## src/hdl/lpwd_pkg.sv

```systemverilog
// Shared constants and types for the leaf page entry walk decoder
// What this block does
// - The page base comes from entry bits 16 up for 64KB pages and 12 up for 4KB pages.
// - The physical address width is 39 (client) or 46 (server); entry bits above it are unused.
// - With nested translation enabled the entry address is marked as a guest physical address.
// - A null entry issues no memory access; reads return zero, writes are dropped.
// - A clear write bit denies user writes, and supervisor writes under write protection.
// - An entry maps a page only when its present bit is one.
// - Ignored entry bits never change the translation.
// - The memory type index comes from the attribute, cache-disable and write-through bits.
// - A 64KB page uses entry index address[20:16] followed by four zero bits.
// - The fifteen entries between two selected 64KB entries are never used.
// - A 2MB page skips the last table level; the directory entry gives the page base.
// - Only user-level contexts are expected; the supervisor path is kept but not relied on.
package lpwd_pkg;
    localparam int unsigned ENTRY_W    = 64;
    localparam int unsigned PA_W       = 46;
    localparam int unsigned VA_W       = 48;
    localparam int unsigned IDX_W      = 9;
    localparam int unsigned HAW_CLIENT = 39;
    localparam int unsigned HAW_SERVER = 46;

    localparam int unsigned SHIFT_4K   = 12;
    localparam int unsigned SHIFT_64K  = 16;
    localparam int unsigned SHIFT_2M   = 21;
    localparam int unsigned IDX_HI     = 20;
    localparam logic [3:0]  IDX_ZEROS  = 4'h0;

    localparam int unsigned ENT_PRESENT = 0;
    localparam int unsigned ENT_RW      = 1;
    localparam int unsigned ENT_PWT     = 3;
    localparam int unsigned ENT_PCD     = 4;
    localparam int unsigned ENT_PAT     = 7;
    localparam int unsigned ENT_NULL    = 9;

    localparam logic [5:0] REG_CTRL     = 6'h00;
    localparam logic [5:0] REG_ENTRY_LO = 6'h04;
    localparam logic [5:0] REG_ENTRY_HI = 6'h08;
    localparam logic [5:0] REG_VADDR_LO = 6'h0C;
    localparam logic [5:0] REG_VADDR_HI = 6'h10;
    localparam logic [5:0] REG_STATUS   = 6'h14;
    localparam logic [5:0] REG_PADDR_LO = 6'h18;
    localparam logic [5:0] REG_PADDR_HI = 6'h1C;
    localparam logic [5:0] REG_INDEX    = 6'h20;
    localparam logic [5:0] REG_DATA     = 6'h24;

    localparam int unsigned CTRL_START  = 0;
    localparam int unsigned CTRL_PAGE   = 1;
    localparam int unsigned CTRL_WRITE  = 3;
    localparam int unsigned CTRL_SUPER  = 4;
    localparam int unsigned CTRL_NESTED = 5;
    localparam int unsigned CTRL_WPE    = 6;
    localparam int unsigned CTRL_SERVER = 7;

    localparam int unsigned ST_BUSY     = 0;
    localparam int unsigned ST_DONE     = 1;
    localparam int unsigned ST_NOT_PRES = 2;
    localparam int unsigned ST_WR_DENY  = 3;
    localparam int unsigned ST_NULL     = 4;
    localparam int unsigned ST_ISSUED   = 5;
    localparam int unsigned ST_GPA      = 6;
    localparam int unsigned ST_ATTR     = 7;

    localparam logic [31:0] WORD_RESET  = 32'h0000_0000;

    typedef enum logic [1:0] {
        PG_4K  = 2'h0,
        PG_64K = 2'h1,
        PG_2M  = 2'h2
    } lpwd_page_e;

    typedef enum logic [2:0] {
        S_IDLE     = 3'h1,
        S_DECODE   = 3'h2,
        S_WAIT_MEM = 3'h4
    } lpwd_state_e;
endpackage : lpwd_pkg

```

## src/hdl/lpwd_access_check.sv

```systemverilog
// Presence, null page and write permission decision for one access
`timescale 1ns/100ps
`default_nettype none
module lpwd_access_check import lpwd_pkg::*; (
    input  wire logic i_present,
    input  wire logic i_writable,
    input  wire logic i_null_page,
    input  wire logic i_is_write,
    input  wire logic i_is_super,
    input  wire logic i_wpe,
    output logic      o_not_present,
    output logic      o_null_cpl,
    output logic      o_wr_denied,
    output logic      o_issue
);
    always_comb begin
        o_not_present = ~i_present;
        o_null_cpl    = i_present & i_null_page;
        // write permission; supervisor only under protection
        o_wr_denied   = i_present & ~i_null_page & i_is_write & ~i_writable
                        & (~i_is_super | i_wpe);
        o_issue       = i_present & ~i_null_page & ~o_wr_denied;
    end
endmodule : lpwd_access_check
`default_nettype wire

```

## src/hdl/lpwd_entry_decode.sv

```systemverilog
// Field extraction from one leaf or 2MB directory entry
`timescale 1ns/100ps
`default_nettype none
module lpwd_entry_decode import lpwd_pkg::*; #(
    parameter int unsigned CLIENT_HAW = HAW_CLIENT,
    parameter int unsigned SERVER_HAW = HAW_SERVER
) (
    input  wire logic [ENTRY_W-1:0] i_entry,
    input  wire logic [1:0]         i_page,
    input  wire logic               i_server,
    output logic      [PA_W-1:0]    o_base,
    output logic      [PA_W-1:0]    o_offset_mask,
    output logic                    o_present,
    output logic                    o_writable,
    output logic                    o_null_page,
    output logic      [2:0]         o_attr
);
    logic [PA_W-1:0] haw_mask;
    logic [PA_W-1:0] low_mask;

    always_comb begin
        haw_mask = i_server ? ~({PA_W{1'b1}} << SERVER_HAW) : ~({PA_W{1'b1}} << CLIENT_HAW);
        case (i_page)
            PG_64K:  low_mask = ~({PA_W{1'b1}} << SHIFT_64K);
            PG_2M:   low_mask = ~({PA_W{1'b1}} << SHIFT_2M);
            default: low_mask = ~({PA_W{1'b1}} << SHIFT_4K);
        endcase
        o_base        = i_entry[PA_W-1:0] & haw_mask & ~low_mask;
        o_offset_mask = low_mask;
        o_present     = i_entry[ENT_PRESENT];
        o_writable    = i_entry[ENT_RW];
        o_null_page   = i_entry[ENT_NULL];
        o_attr        = {i_entry[ENT_PAT], i_entry[ENT_PCD], i_entry[ENT_PWT]};
    end
endmodule : lpwd_entry_decode
`default_nettype wire

```

## src/hdl/lpwd_walk_decoder.sv

```systemverilog
// Leaf entry walk decoder top: register slave, decode sequence, memory request
//
// Added by the designer: the Avalon-MM interface to the registers and the placing of the registers.
`timescale 1ns/100ps
`default_nettype none
module lpwd_walk_decoder import lpwd_pkg::*; #(
    parameter int unsigned CLIENT_HAW = HAW_CLIENT,
    parameter int unsigned SERVER_HAW = HAW_SERVER
) (
    input  wire logic            i_clk,
    input  wire logic            i_reset_n,
    input  wire logic [5:0]      i_address,
    input  wire logic            i_read,
    input  wire logic            i_write,
    input  wire logic [31:0]     i_writedata,
    input  wire logic [3:0]      i_byteenable,
    output logic      [31:0]     o_readdata,
    output logic                 o_waitrequest,
    output logic                 o_mem_req,
    output logic      [PA_W-1:0] o_mem_addr,
    output logic                 o_mem_write,
    output logic      [31:0]     o_mem_wdata,
    output logic      [2:0]      o_mem_attr,
    output logic                 o_mem_gpa,
    input  wire logic            i_mem_ack,
    input  wire logic [31:0]     i_mem_rdata
);
    typedef struct packed {
        lpwd_state_e          state;
        logic                 waitreq;
        logic [31:0]          readdata;
        logic [1:0]           page;
        logic                 is_write;
        logic                 is_super;
        logic                 nested;
        logic                 supervisor_write_protect;
        logic                 server;
        logic [ENTRY_W-1:0]   entry;
        logic [VA_W-1:0]      vaddr;
        logic                 busy;
        logic                 done;
        logic                 not_present;
        logic                 wr_denied;
        logic                 null_cpl;
        logic                 issued;
        logic                 guest_phys_address;
        logic [2:0]           attr;
        logic [PA_W-1:0]      paddr;
        logic [IDX_W-1:0]     index;
        logic [31:0]          data;
        logic                 mem_req;
        logic [PA_W-1:0]      mem_addr;
        logic                 mem_write;
        logic [2:0]           mem_attr;
        logic                 mem_gpa;
    } lpwd_regs_s;

    lpwd_regs_s s;
    lpwd_regs_s next_s;

    logic [PA_W-1:0]  dec_base;
    logic [PA_W-1:0]  dec_offset_mask;
    logic             dec_present;
    logic             dec_writable;
    logic             dec_null_page;
    logic [2:0]       dec_attr;
    logic             chk_not_present;
    logic             chk_null_cpl;
    logic             chk_wr_denied;
    logic             chk_issue;
    logic [PA_W-1:0]  calc_paddr;
    logic [IDX_W-1:0] calc_index;
    logic [31:0]      rd_word;

    lpwd_entry_decode #(
        .CLIENT_HAW (CLIENT_HAW),
        .SERVER_HAW (SERVER_HAW)
    ) u_decode (
        .i_entry       (s.entry),
        .i_page        (s.page),
        .i_server      (s.server),
        .o_base        (dec_base),
        .o_offset_mask (dec_offset_mask),
        .o_present     (dec_present),
        .o_writable    (dec_writable),
        .o_null_page   (dec_null_page),
        .o_attr        (dec_attr)
    );

    lpwd_access_check u_check (
        .i_present     (dec_present),
        .i_writable    (dec_writable),
        .i_null_page   (dec_null_page),
        .i_is_write    (s.is_write),
        .i_is_super    (s.is_super),
        .i_wpe         (s.supervisor_write_protect),
        .o_not_present (chk_not_present),
        .o_null_cpl    (chk_null_cpl),
        .o_wr_denied   (chk_wr_denied),
        .o_issue       (chk_issue)
    );

    function automatic logic [31:0] merge_bytes(input logic [31:0] old_word,
                                                input logic [31:0] new_word,
                                                input logic [3:0]  lanes);
        logic [31:0] result;
        result = old_word;
        for (int b = 0; b < 4; b++) begin
            if (lanes[b]) begin
                result[b*8 +: 8] = new_word[b*8 +: 8];
            end
        end
        return result;
    endfunction : merge_bytes

    always_comb begin
        calc_paddr = dec_base | (s.vaddr[PA_W-1:0] & dec_offset_mask);
        case (s.page)
            // every sixteenth entry; others never picked
            PG_64K:  calc_index = {s.vaddr[IDX_HI:SHIFT_64K], IDX_ZEROS};
            PG_2M:   calc_index = '0;
            default: calc_index = s.vaddr[IDX_HI:SHIFT_4K];
        endcase
    end

    always_comb begin
        rd_word = WORD_RESET;
        case (i_address)
            REG_CTRL: begin
                rd_word[CTRL_PAGE +: 2] = s.page;
                rd_word[CTRL_WRITE]     = s.is_write;
                rd_word[CTRL_SUPER]     = s.is_super;
                rd_word[CTRL_NESTED]    = s.nested;
                rd_word[CTRL_WPE]       = s.supervisor_write_protect;
                rd_word[CTRL_SERVER]    = s.server;
            end
            REG_ENTRY_LO: rd_word = s.entry[31:0];
            REG_ENTRY_HI: rd_word = s.entry[63:32];
            REG_VADDR_LO: rd_word = s.vaddr[31:0];
            REG_VADDR_HI: rd_word[VA_W-33:0] = s.vaddr[VA_W-1:32];
            REG_STATUS: begin
                rd_word[ST_BUSY]       = s.busy;
                rd_word[ST_DONE]       = s.done;
                rd_word[ST_NOT_PRES]   = s.not_present;
                rd_word[ST_WR_DENY]    = s.wr_denied;
                rd_word[ST_NULL]       = s.null_cpl;
                rd_word[ST_ISSUED]     = s.issued;
                rd_word[ST_GPA]        = s.guest_phys_address;
                rd_word[ST_ATTR +: 3]  = s.attr;
            end
            REG_PADDR_LO: rd_word = s.paddr[31:0];
            REG_PADDR_HI: rd_word[PA_W-33:0] = s.paddr[PA_W-1:32];
            REG_INDEX:    rd_word[IDX_W-1:0] = s.index;
            REG_DATA:     rd_word = s.data;
            default:      rd_word = WORD_RESET;
        endcase
    end

    always_comb begin
        next_s         = s;
        next_s.mem_req = 1'b0;

        // One wait cycle per access, then a single low cycle of waitrequest
        if (s.waitreq) begin
            if (i_read || i_write) begin
                next_s.waitreq  = 1'b0;
                next_s.readdata = rd_word;
            end
        end else begin
            next_s.waitreq = 1'b1;
        end

        case (s.state)
            S_IDLE: begin
                next_s.state = S_IDLE;
            end
            S_DECODE: begin
                next_s.not_present = chk_not_present;
                next_s.null_cpl    = chk_null_cpl;
                next_s.wr_denied   = chk_wr_denied;
                next_s.paddr       = calc_paddr;
                next_s.index       = calc_index;
                next_s.attr        = dec_attr;
                next_s.guest_phys_address         = s.nested;
                if (chk_issue) begin
                    next_s.mem_req   = 1'b1;
                    next_s.mem_addr  = calc_paddr;
                    next_s.mem_write = s.is_write;
                    next_s.mem_attr  = dec_attr;
                    next_s.mem_gpa   = s.nested;
                    next_s.issued    = 1'b1;
                    next_s.state     = S_WAIT_MEM;
                end else begin
                    if (chk_null_cpl && !s.is_write) begin
                        next_s.data = WORD_RESET;
                    end
                    next_s.busy  = 1'b0;
                    next_s.done  = 1'b1;
                    next_s.state = S_IDLE;
                end
            end
            S_WAIT_MEM: begin
                // Ack is looked at from the cycle of the request pulse onward
                if (i_mem_ack) begin
                    if (!s.mem_write) begin
                        next_s.data = i_mem_rdata;
                    end
                    next_s.busy  = 1'b0;
                    next_s.done  = 1'b1;
                    next_s.state = S_IDLE;
                end
            end
            default: begin
                next_s.state = S_IDLE;
                next_s.busy  = 1'b0;
            end
        endcase

        // A write takes effect only on the edge where waitrequest is seen low
        if (i_write && !s.waitreq) begin
            case (i_address)
                REG_CTRL: begin
                    // Settings are frozen while a decode is in flight
                    if (!s.busy) begin
                        if (i_byteenable[0]) begin
                            next_s.page     = i_writedata[CTRL_PAGE +: 2];
                            next_s.is_write = i_writedata[CTRL_WRITE];
                            next_s.is_super = i_writedata[CTRL_SUPER];
                            next_s.nested   = i_writedata[CTRL_NESTED];
                            next_s.supervisor_write_protect      = i_writedata[CTRL_WPE];
                            next_s.server   = i_writedata[CTRL_SERVER];
                        end
                        if (i_byteenable[0] && i_writedata[CTRL_START]) begin
                            next_s.state       = S_DECODE;
                            next_s.busy        = 1'b1;
                            next_s.done        = 1'b0;
                            next_s.issued      = 1'b0;
                            next_s.not_present = 1'b0;
                            next_s.wr_denied   = 1'b0;
                            next_s.null_cpl    = 1'b0;
                        end
                    end
                end
                REG_ENTRY_LO: begin
                    if (!s.busy) begin
                        next_s.entry[31:0] = merge_bytes(s.entry[31:0], i_writedata,
                                                         i_byteenable);
                    end
                end
                REG_ENTRY_HI: begin
                    if (!s.busy) begin
                        next_s.entry[63:32] = merge_bytes(s.entry[63:32], i_writedata,
                                                          i_byteenable);
                    end
                end
                REG_VADDR_LO: begin
                    if (!s.busy) begin
                        next_s.vaddr[31:0] = merge_bytes(s.vaddr[31:0], i_writedata,
                                                         i_byteenable);
                    end
                end
                REG_VADDR_HI: begin
                    if (!s.busy) begin
                        next_s.vaddr[VA_W-1:32] = 16'(merge_bytes({16'h0000, s.vaddr[VA_W-1:32]},
                                                              i_writedata,
                                                              i_byteenable));
                    end
                end
                REG_DATA: begin
                    if (!s.busy) begin
                        next_s.data = merge_bytes(s.data, i_writedata, i_byteenable);
                    end
                end
                default: begin
                    next_s.data = next_s.data;
                end
            endcase
        end
    end

    always_ff @(posedge i_clk or negedge i_reset_n) begin
        if (!i_reset_n) begin
            s         <= '0;
            s.state   <= S_IDLE;
            s.waitreq <= 1'b1;
        end else begin
            s <= next_s;
        end
    end

    assign o_readdata    = s.readdata;
    assign o_waitrequest = s.waitreq;
    assign o_mem_req     = s.mem_req;
    assign o_mem_addr    = s.mem_addr;
    assign o_mem_write   = s.mem_write;
    assign o_mem_wdata   = s.data;
    assign o_mem_attr    = s.mem_attr;
    assign o_mem_gpa     = s.mem_gpa;
endmodule : lpwd_walk_decoder
`default_nettype wire

```

## config.mk

```make
export PLATFORM = sky130hd
export DESIGN_NAME = lpwd_walk_decoder
export DESIGN_NICKNAME = d
export VERILOG_FILES = /design/src/hdl/lpwd_pkg.sv /design/src/hdl/lpwd_access_check.sv /design/src/hdl/lpwd_entry_decode.sv /design/src/hdl/lpwd_walk_decoder.sv
export SDC_FILE = /design/constraint.sdc
export NUM_CORES = 1
export LEC_CHECK = 0
export BUFFER_PORTS_ARGS = -buffer_cell sky130_fd_sc_hd__buf_2
export CAP_MARGIN = 20
export CELL_PAD_IN_SITES_DETAIL_PLACEMENT = 0
export CELL_PAD_IN_SITES_GLOBAL_PLACEMENT = 1
export CORE_MARGIN = 2
export CORE_UTILIZATION = 46
export CTS_CLUSTER_SIZE = 8
export DETAILED_ROUTE_END_ITERATION = 10
export GPL_ROUTABILITY_DRIVEN = 0
export PLACE_DENSITY_LB_ADDON = 0.08
export SLEW_MARGIN = 20
export SYNTH_ARGS = -nofsm -noshare
export SYNTH_HDL_FRONTEND = slang
export SYNTH_SLANG_ARGS = --single-unit
```

## constraint.sdc

```tcl
create_clock -name i_clk -period 2.7 [get_ports i_clk]
set_input_delay 0.54 -clock i_clk [delete_from_list [all_inputs] [get_ports i_clk]]
set_output_delay 0.54 -clock i_clk [all_outputs]
set_load 0.02 [all_outputs]
```

## Word-level counts from Yosys, hierarchy flattened

Index checks and enable logic that the tools add are counted.

| storage, ports and cells | value |
|---|---|
| register bits after elaboration | 304 |
| latch bits | 0 |
| RAM bits | 0 |
| bits in read-only memories | 0 |
| input port bits | 79 |
| output and inout bits | 117 |
| logic and storage cells | 145 |
| memories kept | 0 |

| operators by class | value |
|---|---|
| add/sub/neg operators | 0 |
| $mul | 0 |
| div/mod/pow operators | 0 |
| order comparisons | 0 |
| equality and inequality tests | 18 |
| shift-type cells | 0 |
| mux-type cells | 43 |
| bitwise gates (word level) | 18 |
| reduce and logical (&&, ||, !) cells | 24 |

Operators by type and width:

| kind | number |
|---|---|
| two-way mux 32 bit | 7 |
| two-way mux 52 bit | 2 |
| AND 46 bit | 2 |
| case mux 16 bit (5 select lines) | 1 |
| case mux 7 bit (10 select lines) | 1 |
| case mux 32 bit (2 select lines) | 1 |
| two-way mux 63 bit | 1 |
| AND reduction 4 bit | 15 |
| AND 46 x 21 -> 46 bit | 1 |
| two-way mux 46 bit | 1 |
| inverter 21 -> 46 bit | 1 |
| OR 46 bit | 1 |
| case mux 21 bit (2 select lines) | 1 |
| two-way mux 33 bit | 1 |
| two-way mux 8 bit | 4 |
| case mux 4 bit (7 select lines) | 1 |
| == test 6 x 5 -> 1 bit, second input constant | 4 |
| two-way mux 6 bit | 4 |
| two-way mux 3 bit | 6 |
| case mux 1 bit (9 select lines) | 2 |
| case mux 9 bit (2 select lines) | 1 |
| != test 4 bit, second input constant | 4 |
| == test 6 x 4 -> 1 bit, second input constant | 2 |
| == test 6 bit, second input constant | 2 |
| 21 further kinds | 37 |

## Logic depth before layout (Yosys ltp)

Gate-level depths: netlist (run 1).

| logic depth | value |
|---|---|
| word-level depth | 13 |
| mapped depth | 9 |
| depth with buffers taken out | 6 |

## Cells and area by module

From an unflattened synthesis (run 1), not the netlist that was laid out.

| unflattened totals | value |
|---|---|
| cell total of the unflattened synthesis | 1459 |
| area, all modules | 15117.0 um^2 |

By module, submodules not included:

| module | times used | cells each | area an instance (um^2) |
|---|---|---|---|
| lpwd_walk_decoder | 1 | 1351 | 14343.8 |
| lpwd_entry_decode | 1 | 101 | 728.2 |
| lpwd_access_check | 1 | 7 | 45.0 |

## Worst setup path before layout (run 1)

Ideal clock, no wire load.

| path | value |
|---|---|
| kind | input to register |
| from | input i_address[5] |
| to | register s (netlist bit o_mem_wdata[16]) |
| setup time | 0.127 ns |
| arrival | 2.143 ns |
| required time | 2.573 ns |
| path slack | 0.430 ns |
| cell stages on the path | 8 |
| buffers on the path | 3 |
| cells stage by stage | buf_2 > nor2b_1 > clkbuf_1 > nand3_2 > and2_1 > clkbuf_1 > a222oi_1 > inv_1 |

| on the way | value |
|---|---|
| longest elaborated chain between the ends | 3 |

Ends and longest elaborated chain:

| element | line | RTL |
|---|---|---|
| from (decl) | lpwd_walk_decoder.sv:12 | `input wire logic [5:0] i_address,` |
| == test 6 bit (*) | lpwd_walk_decoder.sv:221 | `case (i_address)` |
| two-way mux 32 bit | lpwd_walk_decoder.sv:221 |  |
| two-way mux 32 bit | lpwd_walk_decoder.sv:220 | `if (i_write && !s.waitreq) begin` |
| to (signal assigned) | lpwd_walk_decoder.sv:287 | `s <= next_s;` |
| to (decl) | lpwd_walk_decoder.sv:58 | `lpwd_regs_s s;` |

Mark *: on every way between the ends. The rest lies on a longest branch, timed or not.
A chain may end at the register's enable or synchronous reset.

## Worst setup path after layout (run 1)

| path | value |
|---|---|
| from | register s[301] (netlist bit) |
| to | register s (netlist bit o_mem_wdata[23]) |

| on the way | value |
|---|---|
| longest elaborated chain between the ends | 5 |

Ends and longest elaborated chain:

| element | line | RTL |
|---|---|---|
| == test 3 bit or == test 3 x 2 -> 1 bit (tied branches) | lpwd_walk_decoder.sv:173 | `case (s.state)` |
| case mux 32 bit (2 select lines) (*) | lpwd_walk_decoder.sv:173 |  |
| two-way mux 32 bit | lpwd_walk_decoder.sv:270 | `if (!s.busy) begin` |
| two-way mux 32 bit | lpwd_walk_decoder.sv:221 |  |
| two-way mux 32 bit (*) | lpwd_walk_decoder.sv:220 |  |

Marked as above.

==> results of run 1 <==
-- how the worst min path moves through the flow --
stage / startpoint / end / slack [ns]
global route: i_mem_rdata[29] / o_mem_wdata[29] / 0.25
finish: i_mem_rdata[10] / o_mem_wdata[10] / 0.25
detailed placement: s[102] / s[102] / 0.46
floorplan: i_reset_n / o_mem_addr[0] / 0.24
global placement: s[118] / s[118] / 0.46
CTS: i_mem_rdata[12] / o_mem_wdata[12] / 0.24
-- worst max-delay path: stages (launching register included) --
cell	delay, ns
dfstp_2	0.59
or3b_4	0.37
o22ai_1	0.11
buf_4	0.17
mux2i_1	0.74
a222oi_1	0.18
inv_1	0.10
-- flip-flops by register name (all words and copies together), names as in the netlist --
| name | cells |
|---|---|
| s | 187 |
| o_waitrequest | 1 |
| o_mem_attr | 3 |
| o_mem_addr | 46 |
| o_mem_gpa | 1 |
| o_readdata | 32 |
| o_mem_req | 1 |
| o_mem_wdata | 32 |
| o_mem_write | 1 |
-- stage by stage --
step / setup WS [ns] / total power, W / utilization [%]
final: 0.3568 / 0.01046 / 53.98
after CTS: 0.3679 / 0.01054 / 53.97
after global placement: 0.1008 / 0.005738 / 50.07
after global routing: 0.1941 / 0.01083 / 53.98
after floorplan: 0.4299 / 0.005391 / -
after detailed placement: 0.03433 / 0.005746 / 50.07
-- cell usage after synthesis, types with 32 or more instances --
cell and number:
dfrtp_1 302, nand2_1 189, mux2_2 150, buf_4 113, o21ai_0 65, clkbuf_1 50, a22oi_1 49, inv_1 39
a21oi_1 36, a222oi_1 33, mux2i_1 32, nor2_1 32
-- power by group through the flow --
stage	combinational, W	clock [W]	sequential, W
after global routing	0.000875	0.00507	0.00489
after CTS	0.000806	0.00487	0.00487
after detailed placement	0.000801	0	0.00495
final	0.000797	0.00480	0.00487
after global placement	0.000795	0	0.00494
after floorplan	0.000504	0	0.00489
-- metal layers --
metal | wire length (um) | share of wire (%) | GRT usage [%]
met5 | 0 | 0 | 0
met4 | 1015 | 2.5 | 7.791
met3 | 2509 | 6.2 | 3.964
met2 | 18630 | 46 | 40.73
met1 | 18320 | 45 | 36.97
-- repair_timing --
action                    4_1_cts  5_1_grt
hold endpoints to repair       53        0
buffers inserted                0        0
hold buffers                    1        0
-- logic make-up (layout without fill, tap and decap cells) --
group	Yosys count	count (layout)	share of synthesized area, %
flops	304	304	54.41
simple gates	293	293	9.572
compound gates	249	249	12.18
buf+inv	223	359	9.133
mux	183	183	14.53
fa+ha+maj	2	2	0.1789
other cells	0	1	0
-- final cells by class --
cell class | count | area share (%)
diodes | 1 | 0.01556
clock buffers | 61 | 7.111
clock inverters | 1 | 0.05446
inverters | 39 | 0.9102
multi-input cells | 727 | 31.77
flip-flops and latches | 304 | 47.32
well taps | 390 | 3.034
repair buffers | 258 | 9.787
-- cell usage in the layout (no fill, tap or decap), drive strengths merged, types with 6 or more instances in the layout --
| cell type | instances |
|---|---|
| o22ai | 6 |
| nand3 | 16 |
| buf | 257 |
| inv | 40 |
| mux2i | 32 |
| a222oi | 33 |
| a21oi | 36 |
| dfrtp | 302 |
| clkbuf | 61 |
| mux2 | 150 |
| a221oi | 7 |
| nor2b | 6 |
| and2 | 9 |
| a22o | 7 |
| nand3b | 12 |
| nor2 | 32 |
| nand2 | 191 |
| a31oi | 21 |
| o21ai | 65 |
| a22oi | 49 |
==> results.toml, run 1 <==
[status]
status = "finished, final reports clean"

[global_routing]
grt_pass1_wl_um = 61820
grt_overflow_total = 0
antenna_found_initial = 1
grt_pass1_vias = 10190
grt_max_degree = 84
grt_usage_pct = 25.85

[timing]
worst_slew_pin_slew_ns = 0.9524
hold_ws_ns = 0.2459
rsz0062_at_grt = "no"
finalCritPeriodShare_pct = 86.78
relSlewSlack_pct = 34.69
post-route-min-period_ns = 2.343
hold_viol = 0
finalSetupViolCount = 0
finalMaxSlewViolations = 0
fmax_ghz = 0.4268
skew_ns = 0.01127
setup_tns_ns = 0

[die]
rows = 63
coreArea_um2 = 29800
die_h_um = 178.4
start_util_pct = 46.94
fp.dieArea_um2 = 31820
pin_count = 196
die_x_um = 178.4

[job]
cap_violations = 0

[critical_path]
cp-startpoint = "s[301]"
crit_end = "o_mem_wdata[23]"
arrival_ns = 2.80
cp_max_fo = 20
timing.rr.start = "s[301]"
cp-start-kind = "flip-flop"
worst_r2r_endpoint = "o_mem_wdata[23]"
cp-end-kind = "flip-flop"
reg2reg_depth = 6
worstPathRequired_ns = 3.15
rrSetupSlack_ns = 0.36
crit_type = "flip-flop to flip-flop"

[power_and_ir_drop]
p_int_w = 0.007907
p_comb_share_pct = 7.6
switching_power_w = 0.002558
swShare_pct = 24.44
power_density_nw_per_um2 = 650.7
vdd_ir_drop_max_mv = 0.4345
p_leak_nw = 8.293
seq_power_share_pct = 46.5
pwr-share-clk_pct = 45.8

[clocking]
cts_resized = 0
cts_htree_levels = 2
cts_tree = "built"
cts_root_buf = "clkbuf_16"
path_clk_slew_ns = 0.05
cts_made_buffers = 43
clk_path_buf_depth = 3
cts_sinks = 304
worstSkewPairLatency_ns = 0.53

[logic_synthesis]
syn_avg_cell_area_um2 = 11.15
syn_area_um2 = 13990
synth_area_leader_cell = "dfrtp_1"
synthArstFlopShare_pct = 100.0
yosysTopAreaCellShare_pct = 54.03
synth_cell_types = 56
ys.flop_type = "dfrtp_1"
yosysSeqAreaShare_pct = 54.41
yosys-top-cells-area = "dfrtp_1 54%, mux2_2 12%, buf_4 6.1%, nand2_1 5.1%, a22oi_1 2.6%"
ys_seq_elements = 304
synth-edff-count = 0
syn_nets = 1335
ys.warnings.count = 0
syn_inst = 1254

[detailed_routing]
ant_nets = 0
firstDrtPassIters = 5
wl_per_cell_um = 22.72
vias_per_cell = 5.621
drtIter0Drc = 785
num_vias = 10010
wl_um = 40470
drc = 0

[cells_and_area]
instances_no_fill = 1781
syn_to_final_growth_pct = 14.98
multi_input_area_um2 = 5110
nFillCells = 2657
finish.instance_area_um2 = 16080
layout-drive-gt1-share_pct = 33.67
num-nets-final = 1454
seq_area_um2 = 7610

[worst_hold_path]
hold_class = "input port to flip-flop"
hold_path_depth = 3

[placement]
place_inst = 1717
hpwl_um = 27630
io_buffers = 195
dpl_cell_area_um2 = 14920
No activity file was read; power rests on OpenSTA's default activity.
==> inputs of run 2 (changes only) <==
Settings changed: BUFFER_PORTS_ARGS -buffer_cell sky130_fd_sc_hd__buf_2 to -buffer_cell sky130_fd_sc_hd__buf_4, CAP_MARGIN 20 to 5.
==> run 2 against run 1 <==
  * Combinational power rose by 9.3%
  * Maximum frequency increased by 4.8%
  * Die area is the same
  * Utilization grew 1.5 points
  * Critical path type unchanged
  * Highest routed layer unchanged
==> results.toml, run 2 (synthesis gave the netlist of run 1 again) <==
[cells_and_area]
largest-register = "s"
insertedDiodeCount = 0
num-nets-final = 1444
syn_to_final_growth_pct = 18.18
final_common_cell = "dfrtp_1"
seq_area_um2 = 7610
instances_no_fill = 1765
nFillCells = 2638
largest_reg_flops = 187
final_cell_mix = "302 x dfrtp_1, 237 x buf_4, 189 x nand2_1"
multi_input_area_um2 = 5107
layout-drive-gt1-share_pct = 33.53

[die]
die_x_um = 178.4
pin_count = 196
coreArea_um2 = 29800
rows = 63
start_util_pct = 46.94
die_h_um = 178.4
fp.dieArea_um2 = 31820

[timing]
finalSetupViolCount = 0
rsz0062_at_grt = "no"
setup_tns_ns = 0
relSlewSlack_pct = 27.94
finalCritPeriodShare_pct = 82.83
finalMaxSlewViolations = 0
worst_slew_pin_slew_ns = 1.051
skew_ns = 0.01620
fmax_ghz = 0.4472
fin_ws_ns = 0.4637
hold_viol = 0
post-route-min-period_ns = 2.236

[power_and_ir_drop]
pwr-share-clk_pct = 46.1
p_leak_nw = 8.334
p_comb_share_pct = 8.2
swShare_pct = 23.78
seq_power_share_pct = 45.8
power_density_nw_per_um2 = 645.2
p_int_w = 0.008129
vdd_ir_drop_max_mv = 0.3762
switching_power_w = 0.002536

[critical_path]
slowest_stage = "mux2i_1"
crit_type = "flip-flop to flip-flop"
cp-end-kind = "flip-flop"
cp_slowest_stage_delay_ns = 0.89
crit_end = "o_mem_wdata[23]"
cp-start-kind = "flip-flop"
cp-startpoint = "s[148]"
worst_r2r_endpoint = "o_mem_wdata[23]"
reg2reg_depth = 5
worstPathRequired_ns = 3.16
arrival_ns = 2.69
cp_max_fo = 8
rrSetupSlack_ns = 0.46
timing.rr.start = "s[148]"
cp_cell_sequence = "nor3b_2 -> nand3_2 -> mux2i_1 -> a222oi_1 -> inv_1"

[detailed_routing]
num_vias = 10160
wl_um = 40150
dr_wl_met2_um = 18620
wl_met1_um = 18190
firstDrtPassIters = 7
wl_met3_um = 2446
ant_nets = 0
top_layer = "met4"
vias_per_cell = 5.755
drc = 0
drtIter0Drc = 963
wl_per_cell_um = 22.75

[clocking]
cts_sinks = 304
cts_htree_levels = 2
path_clk_slew_ns = 0.05
cts_resized = 0
cts_root_buf = "clkbuf_16"
clk_path_buf_depth = 3
cts_made_buffers = 44
worstSkewPairLatency_ns = 0.53
cts_tree = "built"

[global_routing]
grt_max_degree = 72
grt_pass1_wl_um = 61420
grt_pass1_vias = 10070
antenna_found_initial = 0
grt_usage_pct = 25.62
grt_overflow_total = 0

[placement]
pre_cts_ws_ns = 0.07470
place_inst = 1706
io_buffers = 195
hpwl_um = 27570

[worst_hold_path]
hold_class = "input port to flip-flop"
hp-start = "i_mem_rdata[14]"

[job]
cap_violations = 0

[status]
status = "finished, final reports clean"
-- run 2: cell count changes in the layout (fill, tap and decap cells not counted), moves of 3 or more --
cell	before	now
buf_2	194	0
buf_4	53	237
clkbuf_1	18	10
clkbuf_16	43	46
-- run 2: area by class of cell --
| type | instances | share of cell area (%) |
|---|---|---|
| Clock inverter | 2 | 0.1514 |
| Tap cell | 390 | 2.952 |
| Sequential cell | 304 | 46.04 |
| Clock buffer | 56 | 7.191 |
| Timing Repair Buffer | 247 | 11.88 |
| Multi-Input combinational cell | 727 | 30.90 |
| Inverter | 39 | 0.8856 |
-- run 2: worst min path at each step --
| stage | endpoint | slack [ns] | depth (start not counted) |
|---|---|---|---|
| final | o_mem_wdata[14] | 0.25 | 3 |
| after global routing | o_mem_wdata[29] | 0.25 | 3 |
| after CTS | o_mem_wdata[14] | 0.23 | 3 |
| after detailed placement | s[93] | 0.46 | 2 |
| after global placement | s[131] | 0.45 | 2 |
| after floorplan | o_mem_addr[0] | 0.24 | 0 |
-- run 2: metal layers --
layer / vias up / global-route usage (%)
met2: 390 / 40.25
met4: 0 / 6.809
met1: 5139 / 37.29
li1: 4565 / -
met3: 63 / 3.687
met5: - / 0
-- run 2: what timing repair did --
item,in CTS,in global routing
buffers inserted,0,0
hold buffers,1,0
hold endpoints to repair,45,0
-- run 2: critical path, delay by kind of cell (launching register included) --
| family | cells | cell delay (ns) |
|---|---|---|
| muxes | 1 | 0.89 |
| AOI/OAI and AO/OA | 1 | 0.16 |
| buffers and inverters | 1 | 0.11 |
| DFF | 1 | 0.41 |
| and+or+nand+nor | 2 | 0.59 |
-- run 2: power groups by stage --
stage,registers (W),logic [W],clock network (W)
6_report,0.00488,0.000871,0.00491
5_1_grt,0.00489,0.000950,0.00523
4_1_cts,0.00488,0.000882,0.00500
3_5_place_dp,0.00495,0.000877,0
3_3_place_gp,0.00495,0.000874,0
2_1_floorplan,0.00489,0.000504,0
-- run 2: stage by stage --
stage                     hold slack (ns)  area [um2]  utilization, %  power [W]
after floorplan                    0.2444       13990               -   0.005391
after global placement             0.4535       15310           51.37   0.005821
after detailed placement           0.4630       15310           51.37   0.005826
after CTS                          0.2302       16530           55.48    0.01076
after global routing               0.2457       16530           55.48    0.01107
final                              0.2507       16530           55.48    0.01066
